**config.mk**
```make
export PLATFORM = sky130hd
export DESIGN_NAME = hwt_tuning_regs
export DESIGN_NICKNAME = d
export VERILOG_FILES = /design/src/hwt_pkg.sv /design/src/hwt_seg_if.sv /design/src/hwt_seg_adjust.sv /design/src/hwt_tuning_regs.sv
export VERILOG_INCLUDE_DIRS = /design/src /design/src/src
export SDC_FILE = /design/constraint.sdc
export NUM_CORES = 1
export LEC_CHECK = 0
export ABC_AREA = 1
export BUFFER_PORTS_ARGS = -buffer_cell sky130_fd_sc_hd__buf_2
export CAP_MARGIN = 20
export CORE_AREA = 3 3 185 187
export CTS_CLUSTER_DIAMETER = 60
export DETAILED_ROUTE_END_ITERATION = 16
export DIE_AREA = 0 0 188 190
export GPL_TIMING_DRIVEN = 0
export HOLD_SLACK_MARGIN = 0.05
export SYNTH_ARGS = -nofsm -noshare
export SYNTH_HDL_FRONTEND = slang
export SYNTH_SLANG_ARGS = --single-unit
```
**constraint.sdc**
```tcl
create_clock -name clk_i -period 15 [get_ports clk_i]
set_clock_uncertainty 0.15 [all_clocks]
set_input_delay 0 -clock clk_i [delete_from_list [all_inputs] [get_ports clk_i]]
set_output_delay 0 -clock clk_i [all_outputs]
set_load 0.02 [all_outputs]
```
**src/hwt_params.svh**
```systemverilog
// Offsets, reset values and derivation constants of the haptic tuning bank
`ifndef HWT_PARAMS_SVH
`define HWT_PARAMS_SVH

`define HWT_ADDR_NEG_SUSTAIN 8'h1C
`define HWT_ADDR_BRAKE_TIME 8'h1D
`define HWT_ADDR_FULL_SCALE 8'h1F
`define HWT_ADDR_OD_LIMIT 8'h20
`define HWT_ADDR_LOSS_COMP 8'h21
`define HWT_ADDR_FB_LEVEL 8'h22

`define HWT_RST_NEG_SUSTAIN 8'h00
`define HWT_RST_BRAKE_TIME 8'h00
`define HWT_RST_FULL_SCALE 8'h3F
`define HWT_RST_OD_LIMIT 8'hFF
`define HWT_RST_LOSS_COMP 8'h0D
`define HWT_RST_FB_LEVEL 8'h6D

`define HWT_LEVEL_START_MIN 8'h7F
`define HWT_LEVEL_START_MAX 8'h80
`define HWT_LOSS_COMP_SHIFT 2
`define HWT_SCALE_SHIFT 8
`define HWT_READ_UNMAPPED 8'h00

`endif

```
**src/hwt_pkg.sv**
```systemverilog
// Types shared by the haptic waveform tuning bank
package hwt_pkg;

  typedef logic [7:0] hwt_byte_t;
  typedef logic signed [7:0] hwt_level_t;
  typedef logic [8:0] hwt_steps_t;
  typedef logic signed [16:0] hwt_delta_ms_t;

  typedef enum logic [2:0]
  {
    SEG_NONE,
    SEG_OVERDRIVE,
    SEG_POS_SUSTAIN,
    SEG_NEG_SUSTAIN,
    SEG_BRAKE
  } hwt_seg_class_t;

  typedef enum logic [1:0]
  {
    ST_IDLE,
    ST_SCAN,
    ST_PLAY
  } hwt_state_t;

endpackage

```
**src/hwt_seg_if.sv**
```systemverilog
// Carrier between the bank and its segment adjuster
`timescale 1ns/1ns
interface hwt_seg_if;
  import hwt_pkg::*;
  hwt_level_t level;
  hwt_level_t wave_max;
  hwt_level_t wave_min;
  logic [7:0] base_steps;
  logic [7:0] step_period;
  logic closed_loop;
  hwt_byte_t neg_sustain_offset;
  hwt_byte_t brake_time_offset;
  hwt_seg_class_t seg_class;
  hwt_steps_t adj_steps;
  hwt_delta_ms_t delta_ms;

  modport bank
  (
    output level, wave_max, wave_min, base_steps, step_period, closed_loop,
    output neg_sustain_offset, brake_time_offset,
    input seg_class, adj_steps, delta_ms
  );
  modport adjuster
  (
    input level, wave_max, wave_min, base_steps, step_period, closed_loop,
    input neg_sustain_offset, brake_time_offset,
    output seg_class, adj_steps, delta_ms
  );
endinterface

```
**src/hwt_seg_adjust.sv**
```systemverilog
// Classifies one waveform sample and lengthens or shortens its duration by the signed offsets
`timescale 1ns/1ns
module hwt_seg_adjust
(
  hwt_seg_if.adjuster seg
);
  import hwt_pkg::*;

  logic signed [7:0] offset;
  logic signed [9:0] sum;

  always_comb
  begin
    offset = 8'sh00;
    if (seg.level == seg.wave_max && seg.level > 8'sh00)
    begin
      seg.seg_class = SEG_OVERDRIVE;
    end
    else if (seg.level > 8'sh00)
    begin
      seg.seg_class = SEG_POS_SUSTAIN;
    end
    else if (seg.level < 8'sh00 && seg.level == seg.wave_min)
    begin
      seg.seg_class = SEG_BRAKE; // [RL5]
      // Closed loop brakes on its own, so the offset is dropped there
      if (!seg.closed_loop)
      begin
        offset = $signed(seg.brake_time_offset); // [RL4] [RL6]
      end
    end
    else if (seg.level < 8'sh00)
    begin
      seg.seg_class = SEG_NEG_SUSTAIN; // [RL2]
      offset = $signed(seg.neg_sustain_offset); // [RL1]
    end
    else
    begin
      seg.seg_class = SEG_NONE;
    end
    sum = $signed({2'b00, seg.base_steps}) + 10'(offset);
    // A segment can shrink to nothing but never below
    if (sum < 10'sh000)
    begin
      seg.adj_steps = 9'h000;
    end
    else
    begin
      seg.adj_steps = sum[8:0];
    end
    seg.delta_ms = 17'(offset) * $signed({9'h000, seg.step_period}); // [RL3] [RL7]
  end

endmodule // hwt_seg_adjust

```
**src/hwt_tuning_regs.sv**
```systemverilog
// Haptic waveform tuning register bank with segment timing and drive limiting
// What this block does; RL9 and RL10 are duties of software
// RL1: Negative sustain lengthened by its offset register
// RL2: Non-braking negative samples count as sustain
// RL3: Sustain offset signed, times step period
// RL4: Braking segment lengthened by brake offset
// RL5: Braking is the most negative level
// RL6: Brake offset applies in open loop only
// RL7: Brake offset signed, times step period
// RL8: Full-scale level sets closed-loop full scale
// RL9: Software writes rated level before calibration
// RL10: Software recalibrates after changing full scale
// RL11: Closed-loop overdrive and braking clamped to limit
// RL12: Calibration stores loss compensation, offsets losses
// RL13: Loss compensation derived from measured impedance
// RL14: Feedback gain derived from feedback level
// RL15: Eight-bit registers, read back, reset defaults
`timescale 1ns/1ns
`include "hwt_params.svh"
module hwt_tuning_regs
(
  input wire logic clk_i,
  input wire logic rst_b_i,
  input wire logic [7:0] reg_addr_i,
  input wire logic reg_wr_i,
  input wire logic [7:0] reg_wdata_i,
  input wire logic reg_rd_i,
  output logic [7:0] reg_rdata_o,
  output logic reg_rvalid_o,
  input wire logic closed_loop_i,
  input wire logic [7:0] step_period_i,
  input wire logic wave_start_i,
  input wire logic scan_valid_i,
  input wire hwt_pkg::hwt_level_t scan_level_i,
  input wire logic play_valid_i,
  input wire hwt_pkg::hwt_level_t play_level_i,
  input wire logic [7:0] play_steps_i,
  output hwt_pkg::hwt_seg_class_t seg_class_o,
  output hwt_pkg::hwt_steps_t seg_steps_o,
  output hwt_pkg::hwt_delta_ms_t seg_delta_ms_o,
  output logic seg_valid_o,
  input wire logic drive_valid_i,
  input wire logic [7:0] drive_req_i,
  input wire logic od_brake_phase_i,
  input wire logic [7:0] fb_demand_i,
  output logic [7:0] drive_level_o,
  output logic drive_valid_o,
  input wire logic cal_done_i,
  input wire logic [7:0] cal_impedance_i,
  input wire logic [7:0] cal_feedback_i,
  output logic [7:0] fb_gain_o,
  output logic [1:0] phase_o
);
  import hwt_pkg::*;

  hwt_seg_if seg ();

  hwt_byte_t neg_sustain_offset_reg, neg_sustain_offset_next;
  hwt_byte_t brake_time_offset_reg, brake_time_offset_next;
  hwt_byte_t full_scale_drive_level_reg, full_scale_drive_level_next;
  hwt_byte_t overdrive_voltage_limit_reg, overdrive_voltage_limit_next;
  hwt_byte_t calibrated_loss_compensation_reg, calibrated_loss_compensation_next;
  hwt_byte_t calibrated_feedback_level_reg, calibrated_feedback_level_next;
  logic [7:0] reg_rdata_reg, reg_rdata_next;
  logic reg_rvalid_reg, reg_rvalid_next;

  hwt_state_t state_reg, state_next;
  hwt_level_t wave_min_reg, wave_min_next;
  hwt_level_t wave_max_reg, wave_max_next;

  hwt_seg_class_t seg_class_reg, seg_class_next;
  hwt_steps_t seg_steps_reg, seg_steps_next;
  hwt_delta_ms_t seg_delta_ms_reg, seg_delta_ms_next;
  logic seg_valid_reg, seg_valid_next;

  logic [7:0] drive_level_reg, drive_level_next;
  logic drive_valid_reg, drive_valid_next;
  logic [7:0] fb_gain_reg, fb_gain_next;

  logic [15:0] scaled;
  logic [7:0] target;
  logic [15:0] loss_term;
  logic [8:0] compensated;
  logic [7:0] comp_sat;
  logic [7:0] derived_comp;

  // Register access: writes land next edge, reads answer one cycle later
  always_comb
  begin
    neg_sustain_offset_next = neg_sustain_offset_reg;
    brake_time_offset_next = brake_time_offset_reg;
    full_scale_drive_level_next = full_scale_drive_level_reg;
    overdrive_voltage_limit_next = overdrive_voltage_limit_reg;
    calibrated_loss_compensation_next = calibrated_loss_compensation_reg;
    calibrated_feedback_level_next = calibrated_feedback_level_reg;
    derived_comp = cal_impedance_i >> `HWT_LOSS_COMP_SHIFT;
    if (reg_wr_i)
    begin
      case (reg_addr_i)
        `HWT_ADDR_NEG_SUSTAIN: neg_sustain_offset_next = reg_wdata_i; // [RL15]
        `HWT_ADDR_BRAKE_TIME: brake_time_offset_next = reg_wdata_i; // [RL15]
        `HWT_ADDR_FULL_SCALE: full_scale_drive_level_next = reg_wdata_i; // [RL15]
        `HWT_ADDR_OD_LIMIT: overdrive_voltage_limit_next = reg_wdata_i; // [RL15]
        `HWT_ADDR_LOSS_COMP: calibrated_loss_compensation_next = reg_wdata_i; // [RL15]
        `HWT_ADDR_FB_LEVEL: calibrated_feedback_level_next = reg_wdata_i; // [RL15]
        default:
        begin
        end
      endcase
    end
    // A finishing calibration wins over a host write in the same cycle
    if (cal_done_i)
    begin
      calibrated_loss_compensation_next = derived_comp; // [RL12] [RL13]
      calibrated_feedback_level_next = cal_feedback_i;
    end
    reg_rvalid_next = reg_rd_i;
    reg_rdata_next = reg_rdata_reg;
    if (reg_rd_i)
    begin
      case (reg_addr_i)
        `HWT_ADDR_NEG_SUSTAIN: reg_rdata_next = neg_sustain_offset_reg;
        `HWT_ADDR_BRAKE_TIME: reg_rdata_next = brake_time_offset_reg;
        `HWT_ADDR_FULL_SCALE: reg_rdata_next = full_scale_drive_level_reg;
        `HWT_ADDR_OD_LIMIT: reg_rdata_next = overdrive_voltage_limit_reg;
        `HWT_ADDR_LOSS_COMP: reg_rdata_next = calibrated_loss_compensation_reg;
        `HWT_ADDR_FB_LEVEL: reg_rdata_next = calibrated_feedback_level_reg;
        default: reg_rdata_next = `HWT_READ_UNMAPPED;
      endcase
    end
  end

  always_ff @(posedge clk_i)
  begin
    if (!rst_b_i)
    begin
      neg_sustain_offset_reg <= `HWT_RST_NEG_SUSTAIN; // [RL15]
      brake_time_offset_reg <= `HWT_RST_BRAKE_TIME;
      full_scale_drive_level_reg <= `HWT_RST_FULL_SCALE;
      overdrive_voltage_limit_reg <= `HWT_RST_OD_LIMIT;
      calibrated_loss_compensation_reg <= `HWT_RST_LOSS_COMP;
      calibrated_feedback_level_reg <= `HWT_RST_FB_LEVEL;
      reg_rdata_reg <= 8'h00;
      reg_rvalid_reg <= 1'b0;
    end
    else
    begin
      neg_sustain_offset_reg <= neg_sustain_offset_next;
      brake_time_offset_reg <= brake_time_offset_next;
      full_scale_drive_level_reg <= full_scale_drive_level_next;
      overdrive_voltage_limit_reg <= overdrive_voltage_limit_next;
      calibrated_loss_compensation_reg <= calibrated_loss_compensation_next;
      calibrated_feedback_level_reg <= calibrated_feedback_level_next;
      reg_rdata_reg <= reg_rdata_next;
      reg_rvalid_reg <= reg_rvalid_next;
    end
  end

  // Waveform scan finds its extremes before any sample plays; the
  // engine must scan the whole waveform first or the brake is misjudged
  always_comb
  begin
    state_next = state_reg;
    wave_min_next = wave_min_reg;
    wave_max_next = wave_max_reg;
    case (state_reg)
      ST_IDLE:
      begin
        if (wave_start_i)
        begin
          state_next = ST_SCAN;
          wave_min_next = `HWT_LEVEL_START_MIN;
          wave_max_next = `HWT_LEVEL_START_MAX;
        end
      end
      ST_SCAN:
      begin
        if (scan_valid_i)
        begin
          if (scan_level_i < wave_min_reg)
          begin
            wave_min_next = scan_level_i; // [RL5]
          end
          if (scan_level_i > wave_max_reg)
          begin
            wave_max_next = scan_level_i;
          end
        end
        if (play_valid_i)
        begin
          state_next = ST_PLAY;
        end
      end
      ST_PLAY:
      begin
        if (wave_start_i)
        begin
          state_next = ST_SCAN;
          wave_min_next = `HWT_LEVEL_START_MIN;
          wave_max_next = `HWT_LEVEL_START_MAX;
        end
      end
      default: state_next = ST_IDLE;
    endcase
  end

  always_ff @(posedge clk_i)
  begin
    if (!rst_b_i)
    begin
      state_reg <= ST_IDLE;
      wave_min_reg <= `HWT_LEVEL_START_MIN;
      wave_max_reg <= `HWT_LEVEL_START_MAX;
    end
    else
    begin
      state_reg <= state_next;
      wave_min_reg <= wave_min_next;
      wave_max_reg <= wave_max_next;
    end
  end

  assign seg.level = play_level_i;
  assign seg.wave_max = wave_max_reg;
  assign seg.wave_min = wave_min_reg;
  assign seg.base_steps = play_steps_i;
  assign seg.step_period = step_period_i;
  assign seg.closed_loop = closed_loop_i;
  assign seg.neg_sustain_offset = neg_sustain_offset_reg;
  assign seg.brake_time_offset = brake_time_offset_reg;

  hwt_seg_adjust u_adjust
  (
    .seg(seg.adjuster)
  );

  always_comb
  begin
    seg_class_next = seg_class_reg;
    seg_steps_next = seg_steps_reg;
    seg_delta_ms_next = seg_delta_ms_reg;
    seg_valid_next = 1'b0;
    if (play_valid_i && state_reg != ST_IDLE)
    begin
      seg_class_next = seg.seg_class;
      seg_steps_next = seg.adj_steps; // [RL1] [RL4]
      seg_delta_ms_next = seg.delta_ms; // [RL3] [RL7]
      seg_valid_next = 1'b1;
    end
  end

  always_ff @(posedge clk_i)
  begin
    if (!rst_b_i)
    begin
      seg_class_reg <= SEG_NONE;
      seg_steps_reg <= 9'h000;
      seg_delta_ms_reg <= 17'sh00000;
      seg_valid_reg <= 1'b0;
    end
    else
    begin
      seg_class_reg <= seg_class_next;
      seg_steps_reg <= seg_steps_next;
      seg_delta_ms_reg <= seg_delta_ms_next;
      seg_valid_reg <= seg_valid_next;
    end
  end

  // Drive path: scale to full scale, add loss compensation, clamp
  always_comb
  begin
    scaled = drive_req_i * full_scale_drive_level_reg; // [RL8]
    target = scaled[15:8];
    loss_term = target * calibrated_loss_compensation_reg;
    compensated = {1'b0, target} + {1'b0, loss_term[15:8]}; // [RL12]
    comp_sat = compensated[8] ? 8'hFF : compensated[7:0];
    drive_level_next = drive_level_reg;
    drive_valid_next = drive_valid_i;
    if (drive_valid_i)
    begin
      if (closed_loop_i && od_brake_phase_i)
      begin
        // Feedback may push past full scale here, but only to the limit
        if (fb_demand_i > overdrive_voltage_limit_reg)
        begin
          drive_level_next = overdrive_voltage_limit_reg; // [RL11]
        end
        else
        begin
          drive_level_next = fb_demand_i; // [RL11]
        end
      end
      else
      begin
        drive_level_next = comp_sat;
      end
    end
    fb_gain_next = calibrated_feedback_level_reg; // [RL14]
  end

  always_ff @(posedge clk_i)
  begin
    if (!rst_b_i)
    begin
      drive_level_reg <= 8'h00;
      drive_valid_reg <= 1'b0;
      fb_gain_reg <= `HWT_RST_FB_LEVEL;
    end
    else
    begin
      drive_level_reg <= drive_level_next;
      drive_valid_reg <= drive_valid_next;
      fb_gain_reg <= fb_gain_next;
    end
  end

  assign reg_rdata_o = reg_rdata_reg;
  assign reg_rvalid_o = reg_rvalid_reg;
  assign seg_class_o = seg_class_reg;
  assign seg_steps_o = seg_steps_reg;
  assign seg_delta_ms_o = seg_delta_ms_reg;
  assign seg_valid_o = seg_valid_reg;
  assign drive_level_o = drive_level_reg;
  assign drive_valid_o = drive_valid_reg;
  assign fb_gain_o = fb_gain_reg;
  assign phase_o = state_reg;

endmodule // hwt_tuning_regs

```
==> results of run 1 <==
[final timing paths]
check                      to  slack (ps)                        startpoint  depth (start not counted)
max          drive_level_o[4]        5140     full_scale_drive_level_reg[7]                         40
min            seg_class_o[1]          50                   play_level_i[3]                          9
max reg2reg  drive_level_o[4]        5140     full_scale_drive_level_reg[7]                         40
min reg2reg      fb_gain_o[4]         300  calibrated_feedback_level_reg[4]                          2
[placed cells by master (no fill, tap or decap), types with 17 or more instances in the layout]
cell                            synthesis  final
sky130_fd_sc_hd__a21oi_1              103    103
sky130_fd_sc_hd__nand3_1               63     63
sky130_fd_sc_hd__nor2_1               204    204
sky130_fd_sc_hd__dfxtp_1              122    122
sky130_fd_sc_hd__dlygate4sd3_1          0     84
sky130_fd_sc_hd__fa_1                 109    109
sky130_fd_sc_hd__inv_1                332    332
sky130_fd_sc_hd__nand2_1              328    328
sky130_fd_sc_hd__xor2_1                19     19
sky130_fd_sc_hd__clkbuf_1              36     37
sky130_fd_sc_hd__buf_2                 10    145
sky130_fd_sc_hd__o211ai_1              20     20
sky130_fd_sc_hd__ha_1                 149    149
sky130_fd_sc_hd__o21ai_0               70     70
sky130_fd_sc_hd__clkbuf_16              0     17
[power by group through the flow]
stage	clock, mW	combinational (mW)	sequential [mW]
final	0.443	1.93	0.360
after global routing	0.461	2.26	0.363
after CTS	0.447	1.94	0.360
after detailed placement	0	1.90	0.367
after global placement	0	1.87	0.366
after floorplan	0	1.41	0.379
[per-stage QoR]
stage / worst slack [ps] / hold slack [ps] / total power, mW / utilization / std cells
2_1_floorplan: 6218 / -23.61 / 1.787 / - / 1763
3_3_place_gp: 5278 / 118.8 / 2.240 / 0.4353 / 2340
3_5_place_dp: 5138 / 121.9 / 2.266 / 0.4353 / 2340
4_1_cts: 5138 / 51.84 / 2.746 / 0.4801 / 2455
5_1_grt: 4384 / 101.2 / 3.079 / 0.4801 / 2455
6_report: 5141 / 50.39 / 2.730 / 0.4801 / 2455
[cell type report]
cell class,instances,area (um2)
well taps,442,553.0
clock buffers,18,429.2
repair buffers,219,1516
clock inverters,13,191.4
inverters,354,1331
fillers,3314,16960
plain buffers,48,196.4
flip-flops and latches,122,2442
multi-input cells,1239,8999
[logic make-up after synthesis]
| logic type | Yosys count | synth area share |
|---|---|---|
| fa+ha+maj | 258 | 0.3120 |
| buf+inv | 402 | 0.1178 |
| simple gates | 666 | 0.2182 |
| xor+xnor | 39 | 0.03097 |
| compound gates | 276 | 0.1327 |
| flops | 122 | 0.1883 |
[routing by layer]
metal / track usage / vias to the layer above / part of all wire / wire length [um]
met1: 0.2903 / 5804 / 0.45 / 17460
met4: 0.06898 / 0 / 0.028 / 1066
met3: 0.04109 / 65 / 0.060 / 2324
met5: 0 / - / 0 / 0
met2: 0.3801 / 354 / 0.46 / 17910
li1: - / 6060 / - / -
[critical path: cells and delay by family, from the launching register on]
family          cells  cell delay (ps)
fa+ha+maj          11             5260
buf+inv             7              760
xor+xnor            1              270
compound gates      7             1510
flops               1              310
simple gates       14             1420
==> out/results.txt, run 1 <==
The share of power burned in registers was 0.132; the count of maximum capacitance violations was 0. The register with the most flip-flops in the layout has 17 of them. The final estimated routing congestion in global placement is 0.9137. After clock tree synthesis, the flow added hold-fix buffers numbering 84. The biggest fanout along the worst timing path is 10, and the overall die width is 188 um. VDD sags by at most 0.1966 mV. The final-report hold violation count came out at 0. The starting density of the core was 0.3976; the register clock-pin slew on the reported worst setup and hold paths was 60 ps. Counting instances in the post-synthesis netlist gives the leading cell types as 332 x sky130_fd_sc_hd__inv_1, 328 x sky130_fd_sc_hd__nand2_1, 204 x sky130_fd_sc_hd__nor2_1.

Yosys instantiated no cell more often than sky130_fd_sc_hd__inv_1. Post-synthesis cell type with the largest combined area: sky130_fd_sc_hd__dfxtp_1. The net switching share of the total power is 0.4995. The achievable clock frequency is 101.4 MHz, and the die span in y is 190 um. After legalization and detailed placement, the total HPWL measured 31.17 mm. The flow ran to the end, and the final reports show no timing, DRC or antenna violations. Entering global routing, the biggest net connects 17 pins. The total overflow reported by the global router is 0. In this run, synthesis produced a sequential element count of 122.

The fraction of the cycle the final worst path needs works out to 0.6573. The worst relative slew slack is 0.4980, and the number of enable-type register cells in the synthesized netlist is 0. The cell at the root of the clock tree was sky130_fd_sc_hd__clkbuf_16. The netlist uses 56 different library cells. At the pin with the least slew margin, the transition time is 752.9 ps. In this run the number of H-tree levels came out at 4. The detailed router finished its first iteration with 609 violations.

Compared with the post-synthesis result, the final layout area differs by 20.74%. The run gives 0 as the max-slew violation count. The run gives 0 as the number of inserted diodes.

Summed over all layers, the routed wires come to 38.76 mm. The fraction of layout instances using a drive strength above 1 came out at 0.1262. The commonest register cell after synthesis was sky130_fd_sc_hd__dfxtp_1. TritonCTS built the clock tree.

For the TritonCTS buffer count, the log shows 17. The core region is 0.03262 mm2. For the gate count after technology mapping, the log shows 1763. During synthesis, Yosys emitted a total of 0 warnings.

STA puts the critical path data required time at 15120 ps. The number of rows created at floorplan was 66; the share of flip-flops with an asynchronous set or reset after synthesis was 0. In this run the power density over the cells is 174.3 mW/mm2. The number of design rule violations left after detail routing was 0. CTS saw 122 sinks. The via count of the first global-routing pass is 12835, and the mean post-synth cell area is 7.356 um2. The most numerous cell on the critical path is sky130_fd_sc_hd__fa_1. In the routed layout, each cell is associated on average with a via count of 5.003. The netlist area before placement is 0.01297 mm2. Summed over all cells, the static leakage comes to 8.394 nW. For the area of all placed cells without fillers, the log shows 0.01566 mm2.

When the netlist entered floorplanning its net count stood at 2112. Buffers placed on the I/O ports in this run total 135. The logs give 0.01420 mm2 for the post-placement cell area and 64.57 mm for the global-route wire length before repair. The later pin in the worst-skew pair is clocked with a latency of 420 ps. The routed layout has 12283 vias.

For the initial antenna violation count, the log shows 0. The detail route stage leaves a number of antenna-violating nets equal to 0. The number of placed I/O pins was 149; the post-route minimum period was 9859 ps.

For this design, the slowest cell found on the critical path is sky130_fd_sc_hd__fa_1. Sorting the synthesized cells by area gives the leading types as sky130_fd_sc_hd__dfxtp_1 19%, sky130_fd_sc_hd__fa_1 17%, sky130_fd_sc_hd__ha_1 14%. Critical path's largest stage delay: 560 ps. Setup violations remaining at the end of the flow were counted as 0. The worst path arrival time is 9980 ps, and the floorplan die area is 0.03572 mm2. For the clock network fraction of total power, the log shows 0.162. The combinational fraction of design power was 0.706. The worst hold path belongs to the class primary input to flip-flop. Number of optimization iterations in the first detailed-route pass: 6.

The analysis attributes to net switching a power of 1.364 mW. The design internal power came out at 1.366 mW. Dividing the detail-routed wire length by the instance count gives 15.79 um. Setup repair after global routing left no endpoint under its margin. The number of setup buffers added after CTS is 0. The portion of synthesized cell area occupied by the leading cell type works out to 0.1883. Critical path endpoint category: a flip-flop. No sink is reached through more buffers than the 2 on the longest clock path. The worst setup path is launched from a flip-flop. The critical path is of the flip-flop to flip-flop type. The tools report the post-cts resize count as 0.

The net count of the finished layout is 2350. The final total negative setup slack is 0 ps, and the share of the yosys chip area belonging to registers is 0.1883. The run gives 0.2238 as the global-route total usage across every layer.
Power figures use the tool's default switching activity.
==> run 2: changes to the inputs <==
--- a/config.mk
+++ b/config.mk
@@ -6,13 +6,13 @@
 export SDC_FILE = /design/constraint.sdc
 export NUM_CORES = 1
 export LEC_CHECK = 0
-export ABC_AREA = 1
+export ABC_AREA = 0
 export BUFFER_PORTS_ARGS = -buffer_cell sky130_fd_sc_hd__buf_2
 export CAP_MARGIN = 20
-export CORE_AREA = 3 3 185 187
+export CORE_AREA = 3 3 181 183
 export CTS_CLUSTER_DIAMETER = 60
 export DETAILED_ROUTE_END_ITERATION = 16
-export DIE_AREA = 0 0 188 190
+export DIE_AREA = 0 0 184 186
 export GPL_TIMING_DRIVEN = 0
 export HOLD_SLACK_MARGIN = 0.05
 export SYNTH_ARGS = -nofsm -noshare
==> constraint.sdc (replaced) <==
create_clock -name clk_i -period 8.5 [get_ports clk_i]
set_clock_uncertainty 0.15 [all_clocks]
set_input_delay 0 -clock clk_i [delete_from_list [all_inputs] [get_ports clk_i]]
set_output_delay 0 -clock clk_i [all_outputs]
set_load 0.02 [all_outputs]
==> run 2 against run 1 <==
  * The run now ends with setup timing left
  * First-iteration DRC count shrank 2.5%
  * Design area grew 0.81%
  * Non-clock buffer count grew 50
  * Wire length shrank 6.7%
  * Sequential share of layout area is essentially flat
  * Critical path type unchanged
  * Largest power group unchanged
  * Highest routed layer is now met5
==> out/results.txt, run 2 <==
The clock latency at the later pin of the worst-skew pair was 430 ps (was 420 ps). The tools report the global-route total usage across every layer as 0.2126 (was 0.2238). The flow ran to the end, but the final reports show violations.

The vias per cell works out to 5.154 (was 5.003). Setup repair after global routing could not meet its margin everywhere. The biggest fanout along the worst timing path is 8 (was 10).

Final-report hold violation count: 0 (unchanged). For the number of different library cells in the post-synthesis netlist, the log shows 70 (was 56). The number of buffers inserted by port buffering is 145 (was 135). Number of buffers between clock root and the deepest sink: 2 (unchanged).

The tools report the share of power burned in registers as 0.114 (was 0.132). The commonest register cell after synthesis was sky130_fd_sc_hd__dfxtp_1 (unchanged). The run gives 4 (unchanged) as the number of H-tree branching levels. The slew at the pin closest to its max-slew limit works out to 855.1 ps (was 752.9 ps). The number of placed I/O pins came out at 149 (unchanged). The busiest layer in global routing is met2 (unchanged). The data required time at the worst endpoint was 8670 ps (was 15120 ps); the worst hold path cell count was 5 (was 9). Most frequent cells in the layout: 164 x sky130_fd_sc_hd__inv_1, 154 x sky130_fd_sc_hd__nand2_1, 150 x sky130_fd_sc_hd__buf_2 (was 332 x sky130_fd_sc_hd__inv_1, 328 x sky130_fd_sc_hd__nand2_1, 204 x sky130_fd_sc_hd__nor2_1). The worst setup margin was -860.9 ps (was 5141 ps). Leakage power figure: 7.662 nW (was 8.394 nW). The flip-flop and latch count after synthesis came out at 122 (unchanged). The number of warnings reported in the yosys synthesis log came out at 0 (unchanged).

The number of enable-type register cells in the synthesized netlist is 0 (unchanged), and the combinational fraction of design power is 0.741 (was 0.706). The share of flip-flops with an asynchronous set or reset after synthesis came out at 0 (unchanged). The DRC marker count from the first detailed-route iteration is 594 (was 609). The tools report the achievable clock frequency as 106.8 MHz (was 101.4 MHz). The logs give 1419 (was 1763) for the gate count after technology mapping and 0 (unchanged) for the max-slew violation count.

Overall die width: 184 um (was 188 um). The end of the worst hold path was seg_delta_ms_o[1] (was seg_class_o[1]). The critical path's largest stage delay works out to 560 ps (about the same). The run gives 1768 (was 2112) as the number of nets produced by synthesis. Cell with the most instances after synthesis: sky130_fd_sc_hd__inv_1 (unchanged).

The net load switching power came out at 2.329 mW (was 1.364 mW). The worst relative slew slack came out at 0.4256 (was 0.4980). The critical path endpoint category was a flip-flop (unchanged).

The number of design rule violations left after detail routing is 0 (unchanged). The most common cell after layout, fill and taps aside was sky130_fd_sc_hd__inv_1 (unchanged). For the number of optimization iterations in the first detailed-route pass, the log shows 4 (was 6).

The largest net degree at the start of global routing came out at 17 (unchanged). Synth cell count leaders: 167 x sky130_fd_sc_hd__inv_1, 161 x sky130_fd_sc_hd__nand2_1, 153 x sky130_fd_sc_hd__and2_1 (was 332 x sky130_fd_sc_hd__inv_1, 328 x sky130_fd_sc_hd__nand2_1, 204 x sky130_fd_sc_hd__nor2_1). Highest-delay cell along the critical path: sky130_fd_sc_hd__fa_1 (unchanged).

The number of flip-flops in the largest register was 17 (unchanged); the wire length reported by the detailed router was 36.18 mm (was 38.76 mm). The die span in y is 186 um (was 190 um). The startpoint kind of the worst setup timing path was a flip-flop (unchanged). The design internal power came out at 3.040 mW (was 1.366 mW).

The tools report the clock network fraction of total power as 0.144 (was 0.162). The final estimated routing congestion in global placement was 0.8845 (was 0.9137); the setup-violating endpoint count in the final report was 8 (was 0). The tools report the end of the worst register-to-register path as drive_level_o[5] (was drive_level_o[4]). The initial antenna violation count was 1 (was 0); the global-route wire length before repair was 57.83 mm (was 64.57 mm). Starting density of the core: 0.3961 (was 0.3976). For the share of the yosys chip area belonging to registers, the log shows 0.1964 (was 0.1883).

The total power density per cell area is 340.1 mW/mm2 (was 174.3 mW/mm2). The cell at the root of the clock tree was sky130_fd_sc_hd__clkbuf_16 (unchanged). The worst setup path category was flip-flop to flip-flop (unchanged). The post-route minimum period was 9361 ps (was 9859 ps). The worst path arrival time came out at 9530 ps (was 9980 ps). Biggest area contributors in the synthesized netlist: sky130_fd_sc_hd__dfxtp_1 20%, sky130_fd_sc_hd__fa_1 18%, sky130_fd_sc_hd__ha_1 15% (was sky130_fd_sc_hd__dfxtp_1 19%, sky130_fd_sc_hd__fa_1 17%, sky130_fd_sc_hd__ha_1 14%).

The fraction of layout instances using a drive strength above 1 works out to 0.1817 (was 0.1262). The portion of synthesized cell area occupied by the leading cell type works out to 0.1964 (was 0.1883). The run gives 75.48 ps (was 50.39 ps) as the worst hold slack across all endpoints. The global routing met3 resource utilization was 0.03694 (was 0.04109). Hold path startpoint: step_period_i[1] (was play_level_i[3]).

The count of maximum capacitance violations came out at 0 (unchanged). The total overflow reported by the global router was 0 (unchanged); the maximum resistive drop on vdd was 0.5655 mV (was 0.1966 mV). The register clock-pin slew on the reported worst setup and hold paths is 60 ps (about the same). The TritonCTS buffer count was 17 (unchanged). The type of the tightest min-delay check is primary input to flip-flop (unchanged). The met1 demand-to-capacity share in global routing is 0.2761 (was 0.2903), and the fraction of the cycle the final worst path needs is 1.101 (was 0.6573).

The worst-case setup slack after placement is -1570 ps (was 5138 ps), and the count of antenna-violating nets left after detailed routing is 0 (unchanged). The final reports fail on setup timing. The run gives 10927 (was 12283) as the total number of vias. The post-synthesis cell type with the largest combined area is sky130_fd_sc_hd__dfxtp_1 (unchanged).

Number of rows created at floorplan: 65 (was 66). The tools report the startpoint of the worst-slack reg-to-reg timing path as full_scale_drive_level_reg[2] (was full_scale_drive_level_reg[7]). Most numerous cell on the critical path: sky130_fd_sc_hd__fa_1 (unchanged). The core area is 0.03139 mm2 (was 0.03262 mm2), and the cell depth of the worst flop-to-flop path is 36 (was 40). Net switching share of the total power: 0.4338 (was 0.4995).

Via count of the first global-routing pass: 11175 (was 12835). The worst-case register-to-register setup slack came out at -860 ps (was 5140 ps). The met2 layer usage reported by global route was 0.3627 (was 0.3801); the netlist area before placement was 0.01243 mm2 (was 0.01297 mm2). The filler cell count in the final layout was 2961 (was 3314); the net count of the finished layout was 2053 (was 2350). The layout-stage area growth over the synthesis result is 26.97% (was 20.74%), and the placed wire-length estimate after detailed placement is 27.61 mm (was 31.17 mm). The floorplan die area was 0.03422 mm2 (was 0.03572 mm2); the clock sink count was 122 (unchanged). The average detailed-routed wire length per instance came out at 17.06 um (was 15.79 um).

TritonCTS built the clock tree. The mean post-synth cell area works out to 8.762 um2 (was 7.356 um2).
## run 2: critical path, delay by kind of cell (launching register included)
kind	cells	cell delay, ps
AOI/OAI and AO/OA	10	2390
xor gates and xnor gates	1	130
adders and majority gates	11	4690
buffers and inverters	4	200
DFF	1	380
and+or+nand+nor	10	1310
## run 2: cell type report
type | instances | area (um2) | share of cell area
sequential | 122 | 2456 | 0.1556
clock buffer | 21 | 450.4 | 0.02853
multi-input combinational | 1079 | 9522 | 0.6032
buffer | 50 | 217.7 | 0.01379
inverter | 167 | 626.9 | 0.03971
tap | 402 | 503.0 | 0.03186
timing repair buffer | 267 | 1839 | 0.1165
clock inverter | 11 | 168.9 | 0.01070
antenna | 1 | 2.502 | 0.0001585
## run 2: cells by family after synthesis
group,count (synthesis),synth area share
xor gates and xnor gates,54,0.03985
DFF,122,0.1964
and+or+nand+nor,483,0.2051
buffers and inverters,218,0.06652
AOI/OAI and AO/OA,247,0.1361
muxes,37,0.03059
adders and majority gates,258,0.3255
## run 2: how the worst max path moves through the flow
stage                                              from                to  slack [ps]  depth (start not counted)
final                     full_scale_drive_level_reg[2]  drive_level_o[5]        -860                         36
after global routing      full_scale_drive_level_reg[4]  drive_level_o[5]       -1150                         37
after CTS                 full_scale_drive_level_reg[5]  drive_level_o[5]        -920                         38
after detailed placement  full_scale_drive_level_reg[3]  drive_level_o[5]       -1570                         39
after global placement    full_scale_drive_level_reg[4]  drive_level_o[5]       -1450                         39
after floorplan           full_scale_drive_level_reg[5]  drive_level_o[2]        -460                         38
## run 2: power by group through the flow
| stage | logic, mW | clock network (mW) | registers [mW] |
|---|---|---|---|
| after CTS | 3.68 | 0.788 | 0.615 |
| after global routing | 4.42 | 0.809 | 0.617 |
| after global placement | 3.04 | 0 | 0.627 |
| after detailed placement | 3.10 | 0 | 0.628 |
| after floorplan | 2.30 | 0 | 0.646 |
| final | 3.98 | 0.776 | 0.615 |
## run 2: what timing repair did
action,in CTS,in global routing
hold endpoints to repair,100,0
hold buffers,77,0
buffers inserted,25,20
pin swaps,22,29
gates resized for setup,35,31
setup endpoints to repair,8,8
## run 2: through the flow
| stage | cells | area [um2] | utilization | setup TNS [ps] | power, mW |
|---|---|---|---|---|---|
| 6_report | 2120 | 15790 | 0.5029 | -6533 | 5.370 |
| 4_1_cts | 2100 | 15540 | 0.4950 | -7181 | 5.083 |
| 3_5_place_dp | 1966 | 13790 | 0.4394 | -12180 | 3.731 |
| 5_1_grt | 2119 | 15780 | 0.5028 | -9018 | 5.844 |
| 3_3_place_gp | 1966 | 13790 | 0.4394 | -11220 | 3.669 |
| 2_1_floorplan | 1419 | 12560 | - | -3488 | 2.947 |
## run 2: per-layer routing
metal  up-vias  routed length (um)  part of all wire
li1       5304                   -                 -
met1      5315               16290              0.45
met4         2                 788             0.022
met5         -                  13           0.00036
met3        57                1663             0.046
met2       249               17420              0.48
==> run 3: changes to the inputs <==
--- a/config.mk
+++ b/config.mk
@@ -9,12 +9,13 @@
 export ABC_AREA = 0
 export BUFFER_PORTS_ARGS = -buffer_cell sky130_fd_sc_hd__buf_2
 export CAP_MARGIN = 20
-export CORE_AREA = 3 3 181 183
+export CORE_AREA = 3 3 202 164
 export CTS_CLUSTER_DIAMETER = 60
 export DETAILED_ROUTE_END_ITERATION = 16
-export DIE_AREA = 0 0 184 186
+export DIE_AREA = 0 0 205 167
 export GPL_TIMING_DRIVEN = 0
 export HOLD_SLACK_MARGIN = 0.05
+export REMOVE_ABC_BUFFERS = 1
 export SYNTH_ARGS = -nofsm -noshare
 export SYNTH_HDL_FRONTEND = slang
 export SYNTH_SLANG_ARGS = --single-unit
==> run 3 against run 2 <==
  * First-iteration DRC count rose by 3.9%
  * Sequential share of layout area fell by 0.053 points
  * Total power grew 1.9%
  * Sequential cell count is the same
  * Critical path type unchanged
  * The flow still finishes with violations (setup timing)
  * Global-route usage fell by 0.77 points
==> out/results.txt, run 3 (same netlist as run 2, synthesis figures left out) <==
The flow ran to the end, but the final reports show violations. Failing checks: setup timing (unchanged). For the final-report hold violation count, the log shows 0 (unchanged). The run gives 7.656 nW (was 7.662 nW) as the leakage power figure. The tools report the placed wire-length estimate after detailed placement as 25.60 mm (was 27.61 mm). Dominant delay contributor by cell family on the critical path: adder cells (unchanged).

The number of buffers between clock root and the deepest sink was 2 (unchanged); the initial antenna violation count was 1 (unchanged). The area used by multi-input combinational logic was 0.009555 mm2 (was 0.009522 mm2). For the data required time at the worst endpoint, the log shows 8670 ps (about the same). Cell at the root of the clock tree: sky130_fd_sc_hd__clkbuf_16 (unchanged). The critical path's largest stage delay was 510 ps (was 560 ps). The worst setup margin was -838.8 ps (was -860.9 ps); the DRC marker count from the first detailed-route iteration was 617 (was 594). Most common cell after layout, fill and taps aside: sky130_fd_sc_hd__inv_1 (unchanged).

End of the worst register-to-register path: drive_level_o[5] (unchanged). The net switching share of the total power was 0.4388 (was 0.4338). The net count of the finished layout was 2028 (was 2053); the slew at the pin closest to its max-slew limit was 1030 ps (was 855.1 ps). End of the worst hold path: seg_class_o[1] (was seg_delta_ms_o[1]). The logs give 0.3098 (was 0.4256) for the worst relative slew slack and 0.5387 mV (was 0.5655 mV) for the maximum resistive drop on vdd. The number of design rule violations left after detail routing is 0 (unchanged). Critical path endpoint category: a flip-flop (unchanged). The total overflow reported by the global router was 0 (unchanged); the fraction of the cycle the final worst path needs was 1.099 (was 1.101). For the starting density of the core, the log shows 0.3966 (was 0.3961). Layout-stage area growth over the synthesis result: 27.86% (was 26.97%). The worst-case register-to-register setup slack was -840 ps (was -860 ps). The number of H-tree branching levels was 4 (unchanged); the worst path arrival time was 9510 ps (was 9530 ps).

Register clock-pin slew on the reported worst setup and hold paths: 70 ps (was 60 ps). Post-route minimum period: 9339 ps (was 9361 ps). The run gives 8 (unchanged) as the setup-violating endpoint count in the final report.

The cell depth of the worst flop-to-flop path works out to 38 (was 36). The tools report the global-route wire length before repair as 56.95 mm (was 57.83 mm). For the number of optimization iterations in the first detailed-route pass, the log shows 6 (was 4). The fraction of layout instances using a drive strength above 1 was 0.1874 (was 0.1817). The max-slew violation count was 0 (unchanged). The tools report the startpoint kind of the worst setup timing path as a flip-flop (unchanged). The filler cell count in the final layout is 3036 (was 2961). The count of antenna-violating nets left after detailed routing is 0 (unchanged), and the overall die width is 205 um (was 184 um). The final total negative setup slack was -6552 ps (was -6533 ps). Highest-delay cell along the critical path: sky130_fd_sc_hd__fa_1 (unchanged). The type of the tightest min-delay check was primary input to flip-flop (unchanged).

Die span in y: 167 um (was 186 um). The worst-case setup slack after placement is -2521 ps (was -1570 ps), and the number of placed I/O pins is 149 (unchanged). The average detailed-routed wire length per instance is 16.30 um (was 17.06 um), and the worst hold path cell count is 6 (was 5). The TritonCTS buffer count was 17 (unchanged). The tools report the core area as 0.03135 mm2 (was 0.03139 mm2). Most numerous cell on the critical path: sky130_fd_sc_hd__fa_1 (unchanged). The biggest fanout along the worst timing path was 7 (was 8). For the achievable clock frequency, the log shows 107.1 MHz (was 106.8 MHz). Startpoint of the worst-slack reg-to-reg timing path: full_scale_drive_level_reg[4] (was full_scale_drive_level_reg[2]). Setup repair after global routing could not meet its margin everywhere.

The clock latency at the later pin of the worst-skew pair was 420 ps (was 430 ps); the final estimated routing congestion in global placement was 0.8149 (was 0.8845). The total number of vias is 10625 (was 10927). The share of power burned in registers came out at 0.113 (was 0.114).

The count of maximum capacitance violations came out at 0 (unchanged). The hold path startpoint is play_level_i[5] (was step_period_i[1]). The tools report the clock network fraction of total power as 0.135 (was 0.144).

The tools report the global-route total usage across every layer as 0.2050 (was 0.2126). TritonCTS built the clock tree. Vias per cell: 5.026 (was 5.154). Worst setup path category: flip-flop to flip-flop (unchanged). Most frequent cells in the layout: 161 x sky130_fd_sc_hd__inv_1, 159 x sky130_fd_sc_hd__nand2_1, 146 x sky130_fd_sc_hd__and2_1 (was 164 x sky130_fd_sc_hd__inv_1, 154 x sky130_fd_sc_hd__nand2_1, 150 x sky130_fd_sc_hd__buf_2).

The run gives 58 (was 65) as the number of rows created at floorplan. The wire length reported by the detailed router is 34.46 mm (was 36.18 mm), and the floorplan die area is 0.03424 mm2 (was 0.03422 mm2). The largest net degree at the start of global routing was 99 (was 17); the sum of buffers and inverters on the critical path was 4 (unchanged). The combinational fraction of design power came out at 0.753 (was 0.741). The run gives 3.070 mW (was 3.040 mW) as the design internal power.

The number of buffers inserted by port buffering was 146 (was 145); the total power density per cell area was 344.1 mW/mm2 (was 340.1 mW/mm2). The sequential cell area came out at 0.002465 mm2 (was 0.002456 mm2). The number of flip-flops in the largest register is 17 (unchanged), and the via count of the first global-routing pass is 10699 (was 11175). The run gives 122 (unchanged) as the clock sink count. The tools report the net load switching power as 2.400 mW (was 2.329 mW).
run 3: how the worst max path moves through the flow:
stage / depth (start not counted) / end / from / slack [ps]
floorplan: 39 / drive_level_o[2] / full_scale_drive_level_reg[7] / -1270
global placement: 38 / drive_level_o[2] / full_scale_drive_level_reg[7] / -2540
detailed placement: 38 / drive_level_o[2] / full_scale_drive_level_reg[7] / -2520
CTS: 38 / drive_level_o[4] / full_scale_drive_level_reg[2] / -820
global route: 38 / drive_level_o[5] / full_scale_drive_level_reg[2] / -1120
finish: 38 / drive_level_o[5] / full_scale_drive_level_reg[4] / -840
run 3: metrics by stage:
| stage | cells | total power, mW | cell area, um2 | util | hold WS, ps |
|---|---|---|---|---|---|
| floorplan | 1368 | 2.757 | 12230 | - | -88.06 |
| global placement | 1934 | 3.442 | 13490 | 0.4303 | 64.01 |
| CTS | 2100 | 5.005 | 15690 | 0.5003 | 50.86 |
| detailed placement | 1937 | 3.481 | 13550 | 0.4322 | 73.77 |
| global route | 2113 | 6.001 | 15890 | 0.5070 | 99.48 |
| finish | 2114 | 5.470 | 15900 | 0.5071 | 61.39 |
run 3: area by class of cell:
type,instances,share of cell area
Clock buffer,19,0.02849
Antenna cell,2,0.0003148
Inverter,167,0.03967
Sequential cell,122,0.1551
Clock inverter,13,0.008343
Multi-Input combinational cell,1079,0.6011
Tap cell,420,0.03306
Timing Repair Buffer,292,0.1340
run 3: power groups by stage:
stage,clock (mW),combinational [mW],sequential [mW]
floorplan,0,2.11,0.647
global placement,0,2.81,0.630
detailed placement,0,2.85,0.630
CTS,0.748,3.64,0.616
global route,0.778,4.60,0.619
finish,0.736,4.12,0.616
run 3: repair_timing:
action | 4_1_cts | 5_1_grt
pin swaps | 58 | 36
endpoints found under the setup margin | 8 | 8
endpoints found under the hold margin | 100 | 0
setup buffers | 33 | 12
hold buffers | 98 | 0
gates resized for setup | 76 | 27
run 3: worst register-to-register path, delay by kind of cell, from the launching register on:
kind / cells / cell delay (ps)
buffers and inverters: 4 / 380
DFF: 1 / 360
AOI/OAI and AO/OA: 11 / 2270
xor gates and xnor gates: 2 / 330
adders and majority gates: 11 / 4410
and+or+nand+nor: 10 / 1380
run 3: per-layer routing:
layer,vias to the layer above,part of all wire,GRT usage
met5,-,0,0
met4,0,0.0092,0.03505
met3,23,0.053,0.03674
met2,224,0.44,0.3097
met1,5121,0.50,0.3092
li1,5257,-,-
